### src/verilog/mwc_map.svh
`ifndef MWC_MAP_SVH
`define MWC_MAP_SVH

// Register offsets on the serial register port
`define MWC_OFS_EVT_CFG_B   8'h34
`define MWC_OFS_EVT_SRC_B   8'h35
`define MWC_OFS_THRESH_B    8'h36
`define MWC_OFS_DURATION_B  8'h37
`define MWC_OFS_TAP_CFG     8'h38

// Field positions, event configuration and tap configuration
`define MWC_BIT_AND_OR      7
`define MWC_BIT_LATCH       6
`define MWC_BIT_RES_1       5
`define MWC_BIT_RES_2       4
`define MWC_BIT_Y_HIGH      3
`define MWC_BIT_Y_LOW       2
`define MWC_BIT_X_HIGH      1
`define MWC_BIT_X_LOW       0

// Field positions, event source register
`define MWC_BIT_IRQ_ACTIVE  6

// Field positions, threshold register
`define MWC_BIT_DECR_MODE   7
`define MWC_THR_MSB         6

// Writable masks: reserved and unused bits always read zero
`define MWC_MASK_EVT_CFG    8'hCF
`define MWC_MASK_TAP_CFG    8'h4F

// Reset values
`define MWC_RST_REG         8'h00

// Pad routing codes
`define MWC_ROUTE_WAKE_B    3'h2
`define MWC_ROUTE_TAP       3'h7

// Duration step per sample, in microseconds, for each sample rate
`define MWC_STEP_US_400HZ   2500
`define MWC_STEP_US_100HZ   10000

`endif

### src/verilog/mwc_pkg.sv
package mwc_pkg;

  // Click detector pulses, one per axis and kind
  typedef struct packed {
    logic double_y;
    logic single_y;
    logic double_x;
    logic single_x;
  } mwc_tap_t;

  // Register port request from the serial interface
  typedef struct packed {
    logic       wr;
    logic       rd;
    logic [7:0] addr;
    logic [7:0] wdata;
  } mwc_reg_req_t;

  // Whole state of the block
  typedef struct packed {
    logic [7:0] evt_cfg;
    logic [7:0] evt_src;
    logic [7:0] thresh;
    logic [7:0] duration;
    logic [7:0] tap_cfg;
    logic [7:0] dur_cnt;
    logic [7:0] rdata;
    logic       wake_irq;
    logic       tap_irq;
    logic       pad_irq;
  } mwc_state_t;

endpackage : mwc_pkg

### src/verilog/mwc_wake_tap_irq.sv
`timescale 1ns/100ps
`include "mwc_map.svh"

module mwc_wake_tap_irq #(
  parameter int ACC_W = 8                // Width of one axis sample
) (
  input  wire logic                  clk_sys,
  input  wire logic                  resetn,
  input  wire mwc_pkg::mwc_reg_req_t reg_req,
  output logic [7:0]                 reg_rdata,
  input  wire logic                  sample_tick,
  input  wire logic [ACC_W-1:0]      accel_x,
  input  wire logic [ACC_W-1:0]      accel_y,
  input  wire mwc_pkg::mwc_tap_t     tap_event,
  input  wire logic                  tap_source_read,
  input  wire logic [2:0]            pad_b_route_code,
  output logic                       second_motion_irq,
  output logic                       tap_irq,
  output logic                       pad_b_irq
);
  import mwc_pkg::*;

  // Threshold compare needs at least the seven threshold bits plus sign
  initial begin
    if (ACC_W < 8) begin
      $error("mwc_wake_tap_irq: ACC_W must be at least 8");
    end
  end

  // Magnitude of a signed sample; the most negative code saturates
  function automatic logic [ACC_W-1:0] mag_of(input logic [ACC_W-1:0] s);
    logic [ACC_W-1:0] neg;
    neg = '0;
    if (s[ACC_W-1]) begin
      neg = ~s + {{(ACC_W-1){1'b0}}, 1'b1};
      if (neg[ACC_W-1]) begin
        neg = {1'b0, {(ACC_W-1){1'b1}}};
      end
      mag_of = neg;
    end else begin
      mag_of = s;
    end
  endfunction : mag_of

  mwc_state_t       st_q;               // Registered state
  mwc_state_t       st_d;               // Next state
  logic [ACC_W-1:0] thr_ext;            // Threshold widened to sample
  logic [ACC_W-1:0] mag_x;              // X axis magnitude
  logic [ACC_W-1:0] mag_y;              // Y axis magnitude
  logic [3:0]       raw_hit;            // Y high, Y low, X high, X low
  logic [3:0]       enables;            // Enabled event mask
  logic [3:0]       hit_en;             // Raw hits under their enables
  logic             cond;               // Combined event condition
  logic             qualified;          // Condition held long enough
  logic             latch_on;           // Wake latch mode
  logic             src_read;           // Source register read strobe
  logic             frozen;             // Duration counter held
  logic [3:0]       tap_hit;            // Enabled click pulses
  logic             tap_any;            // Any enabled click this cycle

  // Outputs come straight from state flip-flops
  assign reg_rdata         = st_q.rdata;
  assign second_motion_irq = st_q.wake_irq;
  assign tap_irq           = st_q.tap_irq;
  assign pad_b_irq         = st_q.pad_irq;

  // Event detection against the threshold, magnitude based
  always_comb begin
    thr_ext  = {{(ACC_W-7){1'b0}}, st_q.thresh[`MWC_THR_MSB:0]};
    mag_x    = mag_of(accel_x);
    mag_y    = mag_of(accel_y);
    // High events fire strictly above, low events strictly below
    raw_hit[3] = (mag_y > thr_ext);
    raw_hit[2] = (mag_y < thr_ext);
    raw_hit[1] = (mag_x > thr_ext);
    raw_hit[0] = (mag_x < thr_ext);
    enables  = st_q.evt_cfg[`MWC_BIT_Y_HIGH:`MWC_BIT_X_LOW];
    hit_en   = raw_hit & enables;
    // AND with no enable set never fires, so an idle block stays quiet
    if (st_q.evt_cfg[`MWC_BIT_AND_OR]) begin
      cond = (enables != 4'h0) && (hit_en == enables);
    end else begin
      cond = (hit_en != 4'h0);
    end
  end

  // Next-state logic: registers, duration counter, source, taps, pad
  always_comb begin
    st_d      = st_q;
    latch_on  = st_q.evt_cfg[`MWC_BIT_LATCH];
    src_read  = reg_req.rd && (reg_req.addr == `MWC_OFS_EVT_SRC_B);
    // Frozen while a latched event waits for the host
    frozen    = latch_on && st_q.evt_src[`MWC_BIT_IRQ_ACTIVE];
    qualified = cond && (st_q.dur_cnt >= st_q.duration);
    tap_hit   = {tap_event.double_y, tap_event.single_y,
                 tap_event.double_x, tap_event.single_x} &
                st_q.tap_cfg[3:0];
    // Single and double share the output when both are enabled
    tap_any   = (tap_hit != 4'h0);

    // Register writes; the source register has no write path
    if (reg_req.wr) begin
      unique case (reg_req.addr)
        `MWC_OFS_EVT_CFG_B: begin
          // Reserved bits forced to zero whatever the host sends
          st_d.evt_cfg = reg_req.wdata & `MWC_MASK_EVT_CFG;
        end
        `MWC_OFS_THRESH_B: begin
          st_d.thresh = reg_req.wdata;
        end
        `MWC_OFS_DURATION_B: begin
          st_d.duration = reg_req.wdata;
        end
        `MWC_OFS_TAP_CFG: begin
          st_d.tap_cfg = reg_req.wdata & `MWC_MASK_TAP_CFG;
        end
        default: begin
          // Source and unmapped addresses keep their contents
          st_d.evt_cfg = st_q.evt_cfg;
        end
      endcase
    end

    // Read data, one cycle after the strobe; unmapped reads zero
    if (reg_req.rd) begin
      unique case (reg_req.addr)
        `MWC_OFS_EVT_CFG_B:  st_d.rdata = st_q.evt_cfg;
        `MWC_OFS_EVT_SRC_B:  st_d.rdata = st_q.evt_src;
        `MWC_OFS_THRESH_B:   st_d.rdata = st_q.thresh;
        `MWC_OFS_DURATION_B: st_d.rdata = st_q.duration;
        `MWC_OFS_TAP_CFG:    st_d.rdata = st_q.tap_cfg;
        default:             st_d.rdata = `MWC_RST_REG;
      endcase
    end

    // Source read empties the register and drops the interrupt, unless a sample tick in the same cycle brings a qualified event
    if (src_read) begin
      st_d.evt_src = `MWC_RST_REG;
    end

    // Duration counter runs only on sample ticks, counting samples
    // so the step is one sample period at whatever rate is chosen
    if (sample_tick && !frozen) begin
      if (cond) begin
        // Saturate at the programmed duration, no wrap
        if (st_q.dur_cnt < st_q.duration) begin
          st_d.dur_cnt = st_q.dur_cnt + 8'h01;
        end
      end else if (st_q.thresh[`MWC_BIT_DECR_MODE]) begin
        // Decrement mode lets brief dropouts not lose the history
        if (st_q.dur_cnt != 8'h00) begin
          st_d.dur_cnt = st_q.dur_cnt - 8'h01;
        end
      end else begin
        st_d.dur_cnt = 8'h00;
      end
    end

    // Source capture on each sample
    if (sample_tick) begin
      if (latch_on) begin
        // Latched: a read in the same cycle as a new event loses,
        // so the host never misses a request that lands on its read
        if (qualified && (!st_q.evt_src[`MWC_BIT_IRQ_ACTIVE] ||
                          src_read)) begin
          st_d.evt_src = {1'b0, 1'b1, 2'b00, hit_en};
        end else if (qualified) begin
          st_d.evt_src = st_q.evt_src;
        end
      end else begin
        // Not latched: source follows the qualified condition
        if (qualified) begin
          st_d.evt_src = {1'b0, 1'b1, 2'b00, hit_en};
        end else begin
          st_d.evt_src = `MWC_RST_REG;
        end
      end
    end

    // Wake interrupt mirrors the active flag of the next source value
    st_d.wake_irq = st_d.evt_src[`MWC_BIT_IRQ_ACTIVE];

    // Click request: latched holds until the tap source is read
    if (st_q.tap_cfg[`MWC_BIT_LATCH]) begin
      if (tap_any) begin
        st_d.tap_irq = 1'b1;
      end else if (tap_source_read) begin
        st_d.tap_irq = 1'b0;
      end
    end else begin
      st_d.tap_irq = tap_any;
    end

    // Pad routing of the two requests
    unique case (pad_b_route_code)
      `MWC_ROUTE_WAKE_B: st_d.pad_irq = st_d.wake_irq;
      `MWC_ROUTE_TAP:    st_d.pad_irq = st_d.tap_irq;
      default:           st_d.pad_irq = 1'b0;
    endcase
  end

  // State register; everything starts disabled and cleared
  always_ff @(posedge clk_sys or negedge resetn) begin
    if (!resetn) begin
      st_q.evt_cfg  <= `MWC_RST_REG;
      st_q.evt_src  <= `MWC_RST_REG;
      st_q.thresh   <= `MWC_RST_REG;
      st_q.duration <= `MWC_RST_REG;
      st_q.tap_cfg  <= `MWC_RST_REG;
      st_q.dur_cnt  <= `MWC_RST_REG;
      st_q.rdata    <= `MWC_RST_REG;
      st_q.wake_irq <= 1'b0;
      st_q.tap_irq  <= 1'b0;
      st_q.pad_irq  <= 1'b0;
    end else begin
      st_q <= st_d;
    end
  end

endmodule : mwc_wake_tap_irq

### config.mk
export PLATFORM = sky130hd
export DESIGN_NAME = mwc_wake_tap_irq
export DESIGN_NICKNAME = d
export VERILOG_FILES = /design/src/verilog/mwc_pkg.sv /design/src/verilog/mwc_wake_tap_irq.sv
export VERILOG_INCLUDE_DIRS = /design/src /design/src/verilog
export SDC_FILE = /design/constraint.sdc
export NUM_CORES = 1
export LEC_CHECK = 0
export ABC_CLOCK_PERIOD_IN_PS = 7500
export BUFFER_PORTS_ARGS = -buffer_cell sky130_fd_sc_hd__buf_2
export CAP_MARGIN = 10
export CORE_AREA = 2 2 86 88
export DETAILED_ROUTE_END_ITERATION = 12
export DIE_AREA = 0 0 88 90
export PLACE_DENSITY = 0.76
export SYNTH_ARGS = -nofsm -noshare
export SYNTH_HDL_FRONTEND = slang
export SYNTH_SLANG_ARGS = --single-unit
### constraint.sdc
create_clock -name clk_sys -period 7.5 [get_ports clk_sys]
set_input_delay 1.125 -clock clk_sys [delete_from_list [all_inputs] [get_ports clk_sys]]
set_output_delay 1.125 -clock clk_sys [all_outputs]
set_load 0.005 [all_outputs]
==> metrics.md <==
| Metric | Value |
|---|---|
| CP cell instances | buf_2 -> nor2_1 -> nor4b_1 -> nand2_1 -> a21oi_1 -> a31oi_1 -> ha_1 -> a21o_1 -> a221oi_2 -> a21oi_1 -> o41a_1 -> a31o_1 -> a211oi_4 -> o21ai_1 -> a22o_1 |
| Clock Sinks | 53 |
| Setup violators final | 0 |
| Reg2reg path depth | 10 |
| Postcts setup bufs | 0 |
| Kind of critical path | in -> reg |
| Top_reg_cell synth | dfrtp_1 |
| Routability congestion estimate from global placement | 0.853 |
| Deepest clock path buffer count | 2 |
| Slowest Stage Delay on Critical Path | 0.70 ns |
| Worst flop-to-flop path startpoint | st_q[41] |
| Slew HR | 50.2% |
| Power density over cell area | 162 nW/um^2 |
| Placement Rows | 31 |
| Hold WC Path Type | reg -> reg |
| Gr usage total | 22.7% |
| Layout cell share with drive strength beyond 1 | 24.3% |
| Max IR drop VDD | 95.4 uV |
| Min Tclk post-route | 4.99 ns |
| Synth cell types | 61 |
| # hold bufs at CTS | 0 |
| Worst-path clk slew | 0.09 ns |
| CTS Buf Count | 5 |
| CTS H-tree depth | 2 |
| CP arrival | 5.19 ns |
| Crit path from | accel_y[3] |
| Tcrit/Tclk final | 66.5% |
| First-pass iteration count of the detailed router | 5 |
| Number of max-cap violations | 0 |
| Most Crowded Layer GR | met2 |
| Vias per std cell | 5.95 |
| RR Endpoint | st_q[17] |
| TritonCTS clock tree | built |
| Setup_tns | 0 ns |
| Reg2Reg Setup Slack | 3.94 ns |
| Post-synth EDFFs | 0 |
| Initial Util | 53.2% |
| Remaining DRCs | 0 |
| Core Box Area | 7020 sq um |
| Area grow syn2layout | 9.18% |
| Vias in the first global route | 3039 |
| Post-Syn Area | 3730 sq um |
| Post-synthesis area per instance | 9.43 sq um |
| Global-route track usage on met2 | 35.6% |
| Fin util | 58.1% |
| Nets | 507 |
| Initial antenna violation count | 0 |
| CTS resizes | 0 |
| Reg area | 1330 sq um |
| First-pass GRT wire length | 14.3 mm |
| Initial drt markers | 226 |
| Vias | 3182 |
| Synthesized flop and latch total | 53 |
| Met1 usage | 30.5% |
| Post-Route WL | 8.55 mm |
| Multi-input gate area | 2140 sq um |
| Max FO, Critical Path | 16 |
| Die height | 90 um |
| Ant diodes | 0 |
| Mapped Cells | 396 |
| RSZ-0062 raised after global routing | no |
| Smallest hold slack | 0.496 ns |
| Worst Skew | 0.00820 ns |
| Io pins | 56 |
| Die ar. | 7920 sq um |
| Outcome | finished clean |
| Grt total ovfl | 0 |
| Crit. End Element | register |
| Syn_nets | 468 |
| Hold Fails Final Rpt | 0 |
| CP most frequent cell | a21oi_1 |
| Worst slew pin tran | 0.744 ns |
| Inst Count DP | 527 |
| Pin count of the biggest net entering global routing | 54 |
| M3 GR Usage | 4.68% |
| FFs w/ async S/R, synth | 100% |
| Synth warn | 0 |
| Finished Layout Cells | 535 |
| Fmax achieved | 0.200 GHz |
| Remaining antenna violation count | 0 |
| Static leakage | 1.95 nW |
| Worst path slowest cell | a211oi_4 |
| Die W | 88 um |
| Routed length per instance | 16.0 um |
| Fin. max-slew vios | 0 |
| CTS root buffer | clkbuf_8 |
| Critical Path RT | 7.70 ns |
| Critical path destination | st_q[17] |
| Critical Path Source Type | input port |
| Port Buffers | 55 |
| Dpl hpwl | 6.54 mm |
| Clock latency on the worst-skew pair | 0.31 ns |
| Sequential element share of the synthesized area | 35.5% |
| Fill cell count | 634 |
## through the flow
stage | power, W | area (sq um) | setup WS (ns)
after global routing | 0.000700 | 4080 | 2.19
after global placement | 0.000488 | 3990 | 2.38
after floorplan | 0.000445 | 3730 | 2.93
after detailed placement | 0.000496 | 3990 | 2.19
after CTS | 0.000661 | 4080 | 2.53
final | 0.000659 | 4080 | 2.51
## critical path, delay by kind of cell
kind                       cells  cell delay (ns)
and+or+nand+nor                3             0.81
adders and majority gates      1             0.32
AOI/OAI and AO/OA             10             2.82
buffers and inverters          1             0.11
## flip-flops by register name (all words and copies together) (netlist names)
signal             cells
latch_on               1
reg_rdata              8
enables                4
pad_b_irq              1
tap_irq                1
second_motion_irq      1
st_q                  37
## cell usage in the layout, fill, tap and decap left out, types with 9 or more instances in the layout
cell type  count
inv_1         32
mux2_2        27
nor2_1        18
nand3_1       19
nor3_1         9
ha_1          27
buf_2         55
dfrtp_1       53
o21ai_0       20
a21oi_1       15
nand2_1       30
## how the worst min path moves through the flow
| stage | depth (start not counted) | slack (ns) | startpoint | to |
|---|---|---|---|---|
| 5_1_grt | 1 | 0.51 | st_q[48] | st_q[48] |
| 4_1_cts | 1 | 0.50 | st_q[50] | st_q[50] |
| 3_3_place_gp | 1 | 0.47 | st_q[50] | st_q[50] |
| 6_report | 1 | 0.50 | st_q[50] | st_q[50] |
| 2_1_floorplan | 1 | 0.45 | st_q[50] | st_q[50] |
| 3_5_place_dp | 1 | 0.47 | st_q[50] | st_q[50] |
## logic make-up after synthesis
kind of cell	count (synthesis)	synth area share [%]
flip-flops	53	35.5
buffers and inverters	56	7.24
AND/OR/NAND/NOR	122	17.0
XOR/XNOR	5	1.17
AO/OA/AOI/OAI	97	19.2
multiplexers	36	10.9
adder cells (fa/ha/maj)	27	9.05
## Yosys cell counts, drive strengths merged, types with 2 or more instances
cell / number / area [sq um]
a211o: 2 / 18.8
a21o: 8 / 61.3
a21oi: 15 / 75.1
a221oi: 3 / 45.0
a222oi: 5 / 50.1
a22o: 6 / 53.8
a22oi: 4 / 30.0
a31oi: 7 / 43.8
a32oi: 3 / 26.3
and2: 5 / 31.3
and3: 10 / 65.1
and3b: 2 / 17.5
and4b: 2 / 20.0
buf: 12 / 105
clkbuf: 12 / 45.0
dfrtp: 53 / 1330
ha: 27 / 338
inv: 32 / 120
mux2: 27 / 304
mux2i: 8 / 80.1
nand2: 30 / 113
nand2b: 2 / 12.5
nand3: 19 / 95.1
nand3b: 2 / 15.0
nand4: 5 / 31.3
nor2: 18 / 67.6
nor2b: 7 / 43.8
nor3: 9 / 45.0
nor4: 2 / 12.5
o2111ai: 2 / 17.5
o211ai: 6 / 45.0
o21ai: 22 / 114
o22ai: 2 / 12.5
o31ai: 3 / 27.5
or2: 2 / 12.5
or3: 3 / 20.0
xnor2: 3 / 26.3
xor2: 2 / 17.5
## layout make-up
class,instances,area share (%)
flip-flops and latches,53,32.5
well taps,99,3.04
clock buffers,6,1.78
clock inverters,2,0.338
repair buffers,56,6.93
multi-input cells,287,52.4
inverters,32,2.95
## power by group
part	internal (W)	switching, W
registers	0.000301	0.0000187
logic	0.0000711	0.000102
clock network	0.0000669	0.0000996
## per-layer routing
metal | share of wire, % | up-vias | wire (um)
met5 | 0 | - | 0
met4 | 2.4 | 0 | 203
met3 | 5.5 | 18 | 474
met2 | 48 | 99 | 4090
met1 | 44 | 1530 | 3780
li1 | - | 1535 | -
Power figures use the tool's default switching activity.
